## src/icm_defs.vh

```
// Purpose: Shared constants for the instruction-cache maintenance block.
// Assumes: Instruction bits are numbered 31 (msb) down to 0 here, so the
//          big-endian bit n of a word sits at little-endian bit 31-n.
// Notes:   Definitions only; included by both design files.
`ifndef ICM_DEFS_VH
`define ICM_DEFS_VH

// Instruction fields.
`define ICM_OPC_HI          31
`define ICM_OPC_LO          26
`define ICM_RSV_HI          25
`define ICM_RSV_LO          21
`define ICM_BASE_HI         20
`define ICM_BASE_LO         16
`define ICM_XO_HI           10
`define ICM_XO_LO           1
`define ICM_RSV_BIT0        0

// Opcode values.
`define ICM_OPC_PRIMARY     6'h1f
`define ICM_XO_LINE_TOUCH   10'h106
`define ICM_XO_INVAL_ALL    10'h3c6
`define ICM_XO_DEBUG_READ   10'h3e6
`define ICM_XO_LINE_INVAL   10'h3d6
`define ICM_BASE_ZERO       5'h00

// Effective address slices: class index, word in line, tag.
`define ICM_IDX_HI          12
`define ICM_IDX_LO          5
`define ICM_WORD_HI         4
`define ICM_WORD_LO         2
`define ICM_TAG_HI          31
`define ICM_TAG_LO          10
`define ICM_TAG_W           22
`define ICM_LINE_LO_ZERO    5'h00
`define ICM_LAST_CLASS      8'hff

// Tag-mode readout layout.
`define ICM_RD_TAG_HI       31
`define ICM_RD_TAG_LO       10
`define ICM_RD_VALID_BIT    4
`define ICM_RD_LRU_BIT      0
`define ICM_READOUT_RESET   32'h0000_0000

`endif

```

## src/icm_ops.v

```verilog
// Purpose: Executes instruction-cache maintenance operations of the core.
// Assumes: Translation and array answers arrive the cycle after a lookup;
//          effective and real addresses are equal for tag compares.
// Notes:   One operation at a time; issue_ready is low while busy.
`timescale 1ns/1ps
`default_nettype none
`include "icm_defs.vh"

module icm_ops
(
	input  wire        sys_clk,
	input  wire        rst_b,
	input  wire        issue_valid,
	input  wire [31:0] instr_word,
	input  wire [31:0] base_data,
	input  wire [31:0] index_data,
	input  wire        user_mode,
	input  wire        data_reloc,
	input  wire        way_select_bit,
	input  wire        read_select_bit,
	input  wire        tlb_hit,
	input  wire        zone_no_access,
	input  wire        attr_cacheable,
	input  wire [43:0] arr_tags,
	input  wire [1:0]  arr_valid,
	input  wire        arr_lru,
	input  wire [63:0] arr_words,
	input  wire        fill_done,
	output wire        issue_ready,
	output wire        lookup_valid,
	output wire [31:0] lookup_addr,
	output wire [7:0]  arr_index,
	output wire [2:0]  arr_word,
	output reg  [1:0]  arr_inval_way,
	output wire        fill_req,
	output wire [31:0] fill_addr,
	output wire        fill_way,
	output wire        dac_load,
	output wire [31:0] dac_addr,
	output reg         exc_data_storage,
	output reg         exc_data_tlb,
	output reg         exc_program,
	output wire        op_done,
	output wire        rsvd_seen,
	output wire [31:0] icache_debug_readout
);

	////////////////////////////////////////////////////////////////////
	// States and storage.

	localparam [5:0] ST_IDLE  = 6'h01;
	localparam [5:0] ST_LOOK  = 6'h02;
	localparam [5:0] ST_CHECK = 6'h04;
	localparam [5:0] ST_FILL  = 6'h08;
	localparam [5:0] ST_WALK  = 6'h10;
	localparam [5:0] ST_DONE  = 6'h20;

	reg  [5:0]  state_reg;
	reg  [5:0]  state_next;
	reg  [31:0] ea_reg;
	reg         is_inval_reg;
	reg         is_touch_reg;
	reg         is_read_reg;
	reg         user_reg;
	reg         reloc_reg;
	reg         way_sel_reg;
	reg         read_sel_reg;
	reg         rsvd_reg;
	reg         fill_way_reg;
	reg         fill_way_next;
	reg  [7:0]  walk_reg;
	reg  [31:0] readout_reg;
	reg  [31:0] readout_next;
	reg         exc_ds_next;
	reg         exc_tlb_next;
	reg         exc_prog_next;
	reg  [1:0]  inval_next;

	wire        dec_inval;
	wire        dec_touch;
	wire        dec_all;
	wire        dec_read;
	wire        dec_rsvd;
	wire [31:0] dec_ea;
	wire [1:0]  way_hit;
	wire        any_hit;
	wire        tlb_fault;
	wire        zone_fault;
	wire [21:0] sel_tag;
	wire [31:0] sel_word;
	wire        sel_valid;
	wire        start;

	////////////////////////////////////////////////////////////////////
	// Decode and address formation.

	// The decoder is shared so every operation forms its address the same.
	icm_decode u_decode
	(
		.instr_word        (instr_word),
		.base_data         (base_data),
		.index_data        (index_data),
		.op_line_inval     (dec_inval),
		.op_line_touch     (dec_touch),
		.op_inval_all      (dec_all),
		.op_debug_read     (dec_read),
		.rsvd_nonzero      (dec_rsvd),
		.effective_address (dec_ea)
	);

	// Unrecognised words are not taken, so they never reach the machine.
	assign start = issue_valid && (state_reg == ST_IDLE)
			&& (dec_inval || dec_touch || dec_all || dec_read);

	////////////////////////////////////////////////////////////////////
	// Per-way hit detection.

	genvar w;
	generate
		for (w = 0; w < 2; w = w + 1)
		begin : g_way
			// A way hits when valid and its stored tag equals the address tag.
			assign way_hit[w] = arr_valid[w]
					&& (arr_tags[w*`ICM_TAG_W +: `ICM_TAG_W]
					== ea_reg[`ICM_TAG_HI:`ICM_TAG_LO]);
		end
	endgenerate

	assign any_hit = |way_hit;

	// Fault conditions as seen by a load of this address.
	assign tlb_fault  = reloc_reg && !tlb_hit;
	assign zone_fault = user_reg && reloc_reg && zone_no_access;

	// Debug read way choice and the selected line's contents.
	assign sel_tag = way_sel_reg
			? arr_tags[2*`ICM_TAG_W-1:`ICM_TAG_W]
			: arr_tags[`ICM_TAG_W-1:0];
	assign sel_word = way_sel_reg ? arr_words[63:32]
			: arr_words[31:0];
	assign sel_valid = way_sel_reg ? arr_valid[1] : arr_valid[0];

	////////////////////////////////////////////////////////////////////
	// Next-state and result logic.

	// All actions but operand capture and the walk count are chosen here; the clocked block stores them.
	always @*
	begin
		state_next    = state_reg;
		readout_next  = readout_reg;
		exc_ds_next   = 1'b0;
		exc_tlb_next  = 1'b0;
		exc_prog_next = 1'b0;
		inval_next    = 2'b00;
		fill_way_next = fill_way_reg;
		case (state_reg)
			ST_IDLE:
			begin
				if (start)
				begin
					if ((dec_all || dec_read) && user_mode)
					begin
						exc_prog_next = 1'b1;
						state_next    = ST_DONE;
					end
					else if (dec_all)
					begin
						// Operands and translation are not consulted at all.
						state_next = ST_WALK;
					end
					else
					begin
						state_next = ST_LOOK;
					end
				end
			end
			ST_LOOK:
			begin
				state_next = ST_CHECK;
			end
			ST_CHECK:
			begin
				state_next = ST_DONE;
				if (is_read_reg)
				begin
					if (read_sel_reg)
					begin
						// Reserved positions are forced to zero.
						readout_next = 32'h0000_0000;
						readout_next[`ICM_RD_TAG_HI:`ICM_RD_TAG_LO] =
								sel_tag;
						readout_next[`ICM_RD_VALID_BIT] = sel_valid;
						readout_next[`ICM_RD_LRU_BIT] = arr_lru;
					end
					else
					begin
						readout_next = sel_word;
					end
				end
				else if (is_inval_reg)
				begin
					// Missing translation outranks zone protection.
					if (tlb_fault)
					begin
						exc_tlb_next = 1'b1;
					end
					else if (zone_fault)
					begin
						exc_ds_next = 1'b1;
					end
					else
					begin
						// Cacheability is deliberately not looked at.
						inval_next = way_hit;
					end
				end
				else if (is_touch_reg)
				begin
					// A touch swallows its faults and simply completes.
					if (tlb_fault || zone_fault)
					begin
						state_next = ST_DONE;
					end
					else if (any_hit || !attr_cacheable)
					begin
						state_next = ST_DONE;
					end
					else
					begin
						fill_way_next = arr_lru;
						state_next    = ST_FILL;
					end
				end
			end
			ST_FILL:
			begin
				if (fill_done)
				begin
					state_next = ST_DONE;
				end
			end
			ST_WALK:
			begin
				inval_next = 2'b11;
				if (walk_reg == `ICM_LAST_CLASS)
				begin
					state_next = ST_DONE;
				end
			end
			ST_DONE:
			begin
				state_next = ST_IDLE;
			end
			default:
			begin
				state_next = ST_IDLE;
			end
		endcase
	end

	////////////////////////////////////////////////////////////////////
	// Registers.

	// Operands are captured at issue; the pipeline may move on meanwhile.
	always @(posedge sys_clk or negedge rst_b)
	begin
		if (!rst_b)
		begin
			state_reg        <= ST_IDLE;
			ea_reg           <= 32'h0000_0000;
			is_inval_reg     <= 1'b0;
			is_touch_reg     <= 1'b0;
			is_read_reg      <= 1'b0;
			user_reg         <= 1'b0;
			reloc_reg        <= 1'b0;
			way_sel_reg      <= 1'b0;
			read_sel_reg     <= 1'b0;
			rsvd_reg         <= 1'b0;
			fill_way_reg     <= 1'b0;
			walk_reg         <= 8'h00;
			readout_reg      <= `ICM_READOUT_RESET;
			exc_data_storage <= 1'b0;
			exc_data_tlb     <= 1'b0;
			exc_program      <= 1'b0;
			arr_inval_way    <= 2'b00;
		end
		else
		begin
			state_reg        <= state_next;
			fill_way_reg     <= fill_way_next;
			readout_reg      <= readout_next;
			exc_data_storage <= exc_ds_next;
			exc_data_tlb     <= exc_tlb_next;
			exc_program      <= exc_prog_next;
			arr_inval_way    <= inval_next;
			if (start)
			begin
				ea_reg       <= dec_ea;
				is_inval_reg <= dec_inval;
				is_touch_reg <= dec_touch;
				is_read_reg  <= dec_read;
				user_reg     <= user_mode;
				reloc_reg    <= data_reloc;
				way_sel_reg  <= way_select_bit;
				read_sel_reg <= read_select_bit;
				rsvd_reg     <= dec_rsvd;
				walk_reg     <= 8'h00;
			end
			else if (state_reg == ST_WALK)
			begin
				walk_reg <= walk_reg + 8'h01;
			end
		end
	end

	////////////////////////////////////////////////////////////////////
	// Outputs.

	// The invalidate strobe lags the walk by one cycle, so the index
	// driven to the array is the registered copy of the walk counter.
	reg [7:0] inval_idx_reg;
	always @(posedge sys_clk or negedge rst_b)
	begin
		if (!rst_b)
		begin
			inval_idx_reg <= 8'h00;
		end
		else
		begin
			inval_idx_reg <= (state_reg == ST_WALK) ? walk_reg
					: ea_reg[`ICM_IDX_HI:`ICM_IDX_LO];
		end
	end

	assign issue_ready  = (state_reg == ST_IDLE);
	assign lookup_valid = (state_reg == ST_LOOK);
	assign lookup_addr  = ea_reg;
	// Index comes from address bits 19 to 26 except during strobes.
	assign arr_index = (arr_inval_way != 2'b00) ? inval_idx_reg
			: ea_reg[`ICM_IDX_HI:`ICM_IDX_LO];
	assign arr_word  = ea_reg[`ICM_WORD_HI:`ICM_WORD_LO];

	// Fills are whole lines, so the low offset bits are cleared.
	assign fill_req  = (state_reg == ST_FILL);
	assign fill_addr = {ea_reg[31:`ICM_IDX_LO], `ICM_LINE_LO_ZERO};
	assign fill_way  = fill_way_reg;

	// Both line operations count as loads for the address comparators.
	assign dac_load = lookup_valid
			&& (is_inval_reg || is_touch_reg);
	assign dac_addr = ea_reg;

	assign op_done   = (state_reg == ST_DONE);
	assign rsvd_seen = rsvd_reg;

	// No interlock: a read before the update completes sees the old value.
	assign icache_debug_readout = readout_reg;

endmodule

`default_nettype wire

```

## src/icm_decode.v

```verilog
// Purpose: Decodes the cache maintenance opcodes and forms the address.
// Assumes: Register contents arrive with the instruction word.
// Notes:   Purely combinational; the main block registers the results.
`timescale 1ns/1ps
`default_nettype none
`include "icm_defs.vh"

module icm_decode
(
	input  wire [31:0] instr_word,
	input  wire [31:0] base_data,
	input  wire [31:0] index_data,
	output wire        op_line_inval,
	output wire        op_line_touch,
	output wire        op_inval_all,
	output wire        op_debug_read,
	output wire        rsvd_nonzero,
	output wire [31:0] effective_address
);

	wire        primary_hit;
	wire [9:0]  ext_code;
	wire [4:0]  base_reg_field;
	wire [31:0] base_value;

	// Only primary opcode 31 carries these operations.
	assign primary_hit = (instr_word[`ICM_OPC_HI:`ICM_OPC_LO]
			== `ICM_OPC_PRIMARY);
	assign ext_code = instr_word[`ICM_XO_HI:`ICM_XO_LO];

	// Extended opcode selects the operation.
	assign op_line_touch = primary_hit
			&& (ext_code == `ICM_XO_LINE_TOUCH);
	assign op_inval_all  = primary_hit
			&& (ext_code == `ICM_XO_INVAL_ALL);
	assign op_debug_read = primary_hit
			&& (ext_code == `ICM_XO_DEBUG_READ);
	assign op_line_inval = primary_hit
			&& (ext_code == `ICM_XO_LINE_INVAL);

	// Flagged for observation only; it never turns into an exception.
	assign rsvd_nonzero = (instr_word[`ICM_RSV_HI:`ICM_RSV_LO] != 5'h00)
			|| instr_word[`ICM_RSV_BIT0];

	// A base field of zero means a literal zero, not register zero.
	assign base_reg_field = instr_word[`ICM_BASE_HI:`ICM_BASE_LO];
	assign base_value = (base_reg_field == `ICM_BASE_ZERO)
			? 32'h0000_0000 : base_data;
	assign effective_address = base_value + index_data;

endmodule

`default_nettype wire

```

## config.mk

```make
export PLATFORM = sky130hd
export DESIGN_NAME = icm_ops
export DESIGN_NICKNAME = d
export VERILOG_FILES = /design/src/icm_ops.v /design/src/icm_decode.v
export VERILOG_INCLUDE_DIRS = /design/src
export SDC_FILE = /design/constraint.sdc
export NUM_CORES = 1
export LEC_CHECK = 0
export BUFFER_PORTS_ARGS = -buffer_cell sky130_fd_sc_hd__buf_2
export CORE_AREA = 3 3 143 145
export DETAILED_ROUTE_END_ITERATION = 6
export DIE_AREA = 0 0 146 148
export PLACE_DENSITY = 0.69
export SLEW_MARGIN = 20
export SYNTH_ARGS = -nofsm -noshare
export SYNTH_HDL_FRONTEND = slang
export SYNTH_HIERARCHICAL = 1
export SYNTH_SLANG_ARGS = --single-unit
```

## constraint.sdc

```tcl
create_clock -name sys_clk -period 4.56 [get_ports sys_clk]
set_input_delay 1.368 -clock sys_clk [delete_from_list [all_inputs] [get_ports sys_clk]]
set_output_delay 1.368 -clock sys_clk [all_outputs]
set_load 0.02 [all_outputs]
```

After elaboration in Yosys (flattened, before gate mapping)
Index checks and enable logic that the tools add are counted.
{"block": "op_classes", "addsub": 2, "n_eq_ne": 17, "n_mux": 37, "bitwise": 4, "n_reduce_logical": 31}
{"op": "two-way mux 32 bit", "count": 3}
{"op": "two-way mux 6 bit", "count": 9}
{"op": "== test 22 bit", "count": 2}
{"op": "adder 32 bit", "count": 1}
{"op": "two-way mux 8 bit", "count": 4}
{"op": "== test 10 bit (second input constant)", "count": 3}
{"op": "case mux 6 bit (5 select lines)", "count": 1}
{"op": "two-way mux 22 bit", "count": 1}
{"op": "logical AND 1 bit", "count": 13}
{"op": "two-way mux 1 bit", "count": 13}
{"op": "== test 6 x 5 -> 1 bit (second input constant)", "count": 2}
{"op": "== test 10 x 9 -> 1 bit (second input constant)", "count": 1}
{"op": "adder 8 x 1 -> 8 bit (second input constant)", "count": 1}
{"op": "== test 8 bit (second input constant)", "count": 1}
{"op": "logical OR 1 bit", "count": 8}
{"op": "two-way mux 2 bit", "count": 4}
{"op": "== test 6 x 1 -> 1 bit (second input constant)", "count": 1}
{"op": "== test 6 x 2 -> 1 bit (second input constant)", "count": 1}
{"op": "== test 6 x 3 -> 1 bit (second input constant)", "count": 1}
{"op": "== test 6 x 4 -> 1 bit (second input constant)", "count": 1}
{"op": "== test 6 bit (second input constant)", "count": 1}
{"op": "AND reduction 6 bit", "count": 1}
{"op": "zero test 5 bit", "count": 1}
{"op": "two-way mux 5 bit", "count": 1}
{"op": "other kinds (10)", "count": 16}
{"block": "word_totals", "reg_bits": 100, "out_inout_bits": 151, "wordCells": 109}

Logic depth before layout (Yosys ltp)
{"block": "depth", "ltp_word": 10, "ltp_mapped": 13, "ltp_nobuf": 12}

Modules after synthesis
Netlist, hierarchy kept.
{"module": "icm_ops", "instances": 1, "cells_each": 482, "area_each_um2": 5718.0, "seq_area_each_um2": 2503.7}
{"module": "icm_decode", "instances": 1, "cells_each": 311, "area_each_um2": 2153.3, "seq_area_each_um2": 0.0}

Least setup slack after synthesis
OpenSTA, ideal clock, no wires.
{"block": "synth_path", "path_kind": "in2reg", "start": "input port instr_word[16]", "end": "register ea_reg[26], in the netlist dac_addr[26]", "setup_time_ns": 0.125, "arrival_ns": 4.555, "path_slack_ns": -0.119, "cell_stages": 13, "n_path_buf": 1, "path_cell_list": "or4_1 -> nor2_1 -> clkbuf_1 -> nor2b_1 -> ha_1 -> fa_1 -> a211oi_1 -> nor4b_2 -> a211o_2 -> a31o_1 -> a21oi_2 -> a211oi_1 -> mux2_2"}
{"block": "synth_between", "elab_chain_cells": 3}
{"item": "start, declared", "line": "icm_ops.v:14", "source": "input wire [31:0] instr_word,"}
{"item": "zero test 5 bit (no line)"}
{"item": "two-way mux 32 bit", "line": "icm_decode.v:47", "source": "assign base_value = (base_reg_field == `ICM_BASE_ZERO)"}
{"item": "adder 32 bit", "line": "icm_decode.v:49", "source": "assign effective_address = base_value + index_data;"}
{"item": "via dec_ea[26]", "line": "icm_ops.v:84", "source": "wire [31:0] dec_ea;"}
{"item": "end signal, assigned", "line": "icm_ops.v:270", "source": "ea_reg <= 32'h0000_0000;"}
{"item": "end signal, assigned", "line": "icm_ops.v:298", "source": "ea_reg <= dec_ea;"}
{"item": "end, declared", "line": "icm_ops.v:60", "source": "reg [31:0] ea_reg;"}
The timed path passes the listed nets, and every way through them passes these cells.
A chain may end at the register's enable or synchronous reset.

Worst setup path after layout
{"block": "layout_path", "start": "input port instr_word[16]", "end": "register ea_reg[24], in the netlist dac_addr[24]"}
Same word-level chain as after synthesis.

==> impl_metrics.ini <==
[outcome]
status = finished clean

[global_route]
grt_pass1_wl_mm = 38.1
antenna_found_initial = 0
track_usage_pct = 22.1
grt_pass1_vias = 6919
grt_overflow = 0
grt_max_degree = 101

[cts]
cts_tree = built
cts_resized = 0
numCtsBuffers = 9
cts_max_path_buffers = 2
cts_setup_buffers = 0
clock_latency_ns = 0.34
htree_levels = 3
hold_buffers = 0
cts_sinks = 100
clkSlewWorstSetupHoldPaths_ns = 0.07
clockRootBuffer = clkbuf_16

[synthesis]
ys_warn_count = 6
syn_area_sq_mm = 0.00787
synth.distinct_cells = 76
ys.flop_type = dfrtp_1
synth_edf_count = 0
synth_seq_cells = 100
postSynth.asyncResetShare_pct = 100
avgSynthCellArea_sq_um = 9.93
yosysSeqAreaShare_pct = 31.8
netlist_instances = 793

[route]
wl_met3_mm = 1.49
vias = 7177
drc = 0
first_iter_violations = 299
wl_met2_mm = 12.3
dr.max_layer_used = met4
totalWireLength_mm = 25.1
drt_first_pass_iters = 4
ant_nets = 0
avgViaCountPerCell = 5.20
drt-met1-wl_mm = 10.8
wl_per_cell_um = 18.2

[pwr]
finalPower_mw = 2.24
power.leakage_nw = 5.04
p_per_area_mw_per_mm2 = 224
ir_drop_v = 0.000165

[sta]
final_hold_viol_count = 0
drv_slew = 0
setup_viol = 0
fin_worst_skew_ns = 0.00954
fin_crit_sh_pct = 93.2
slew-limit-headroom_pct = 48.5
worst_slew_pin_slew_ns = 0.769
fmax_ghz = 0.235
fin_crit_ns = 4.25
rsz0062_at_grt = no
setup_ws_ns = 0.308

[placed_design]
globalplace.congestion = 0.929
dp_cells = 1363
place_ws_ns = -0.0763
dpl_cell_area_sq_mm = 0.00971
port_buffers = 358
hpwlAfterDp_mm = 20.6

[finish]
design_area_sq_mm = 0.0100
nFillCells = 1849
antenna_cells = 0
stdcell_count = 1379
final_nets = 1360
area_growth_pct = 27.1
final_cell_mix = buf_2, dfrtp_1, mux2_2
final_common_cell = buf_2
drive_gt1_share_pct = 48.3

[run]
maxCapViolCount = 0

[worst_setup_path]
crit_start = instr_word[16]
cp.required_ns = 4.79
reg2reg_from = dac_addr[10]
crit_type = in2reg
end_kind = flop
cp-start-kind = primary input
critical_path_arrival_ns = 4.48
worstPathMaxFanout = 12

[floorplanning]
core_sq_mm = 0.0193
rows = 51
die-area_sq_mm = 0.0216
die_x_um = 146
die-height_um = 148
initial_core_util_pct = 40.7
io_pins = 369

[hold_path]
min_from = icache_debug_readout[7]
hold_path.class = reg2reg
per-stage QoR:
stage	TNS, ns	utilization [%]	hold WS [ns]
3_5_place_dp	-0.108	50.2	0.461
5_1_grt	0	51.7	0.500
2_1_floorplan	0	-	0.470
4_1_cts	0	51.7	0.478
6_report	0	51.7	0.475
3_3_place_gp	-0.0411	50.2	0.455
synth_stat cells (3+ instances only):
master / number / area share [%]
a211oi_1: 7 / 0.67
a211oi_2: 3 / 0.48
a21o_1: 7 / 0.67
a21oi_1: 42 / 2.7
a22oi_1: 3 / 0.29
and2_1: 4 / 0.32
and3_1: 5 / 0.40
buf_2: 5 / 0.32
buf_4: 73 / 7.0
clkbuf_1: 19 / 0.91
dfrtp_1: 99 / 31
ha_1: 32 / 5.1
inv_1: 14 / 0.67
mux2_2: 72 / 10
mux2i_1: 9 / 1.1
mux4_2: 23 / 6.6
nand2_1: 63 / 3.0
nand3_1: 18 / 1.1
nand3b_1: 3 / 0.29
nand4_1: 17 / 1.4
nand4b_1: 3 / 0.33
nor2_1: 35 / 1.7
nor2b_1: 32 / 2.5
nor3_1: 7 / 0.45
nor3b_1: 4 / 0.38
nor4_1: 12 / 0.95
o211ai_1: 7 / 0.67
o21a_1: 5 / 0.48
o21ai_0: 25 / 1.6
o21bai_1: 4 / 0.38
o31ai_1: 10 / 0.95
or3_1: 5 / 0.40
xnor2_1: 40 / 4.5
xor2_1: 36 / 4.0
worst max-delay path, stage by stage:
cell	delay (ns)
buf_2	0.09
or4_1	0.55
nor2_2	0.14
buf_4	0.19
nor2b_1	0.10
fa_1	0.43
a211oi_2	0.30
nor4b_2	0.08
a211o_2	0.35
a22oi_1	0.25
o21ai_0	0.17
xor2_1	0.17
mux2_2	0.27
logic make-up after synthesis:
logic type      after synthesis  synth area share (%)
simple gates                223                  15.1
compound gates              140                  12.0
buf+inv                     115                  9.14
mux                         105                  18.2
flops                       100                  31.8
xor+xnor                     76                  8.46
fa+ha+maj                    33                  5.34
other cells                   1                0.0476
layout make-up:
cell class              instances  area [sq um]  share of cell area [%]
repair buffers                401          2140                    21.4
inverters                      15          56.3                   0.563
clock inverters                 6          63.8                   0.638
well taps                     265           332                    3.31
flip-flops and latches        100          2500                    25.0
clock buffers                  10           229                    2.29
multi-input cells             582          4680                    46.7
per-layer routing:
| layer | vias to the layer above | GRT usage [%] |
|---|---|---|
| li1 | 3445 | - |
| met5 | - | 0 |
| met1 | 3426 | 29.6 |
| met4 | 0 | 6.02 |
| met3 | 30 | 3.62 |
| met2 | 276 | 37.6 |
final timing paths:
path | slack [ns] | cells past startpoint | to
max | 0.31 | 13 | dac_addr[24]
max reg2reg | 1.99 | 6 | fill_way
min reg2reg | 0.48 | 2 | icache_debug_readout[7]
min | 0.48 | 2 | icache_debug_readout[7]
min in group asynchronous | 1.06 | 2 | icache_debug_readout[4]
max in group asynchronous | 3.04 | 2 | dac_addr[19]
power breakdown:
part           switching, mW  total (mW)  leakage, nW  internal, mW
Combinational          0.297       0.572         3.65         0.275
Sequential           0.00633       0.904         1.25         0.898
Clock                  0.338       0.764        0.139         0.426
Total                  0.641        2.24         5.04          1.60
(Power assumes the default switching activity.)
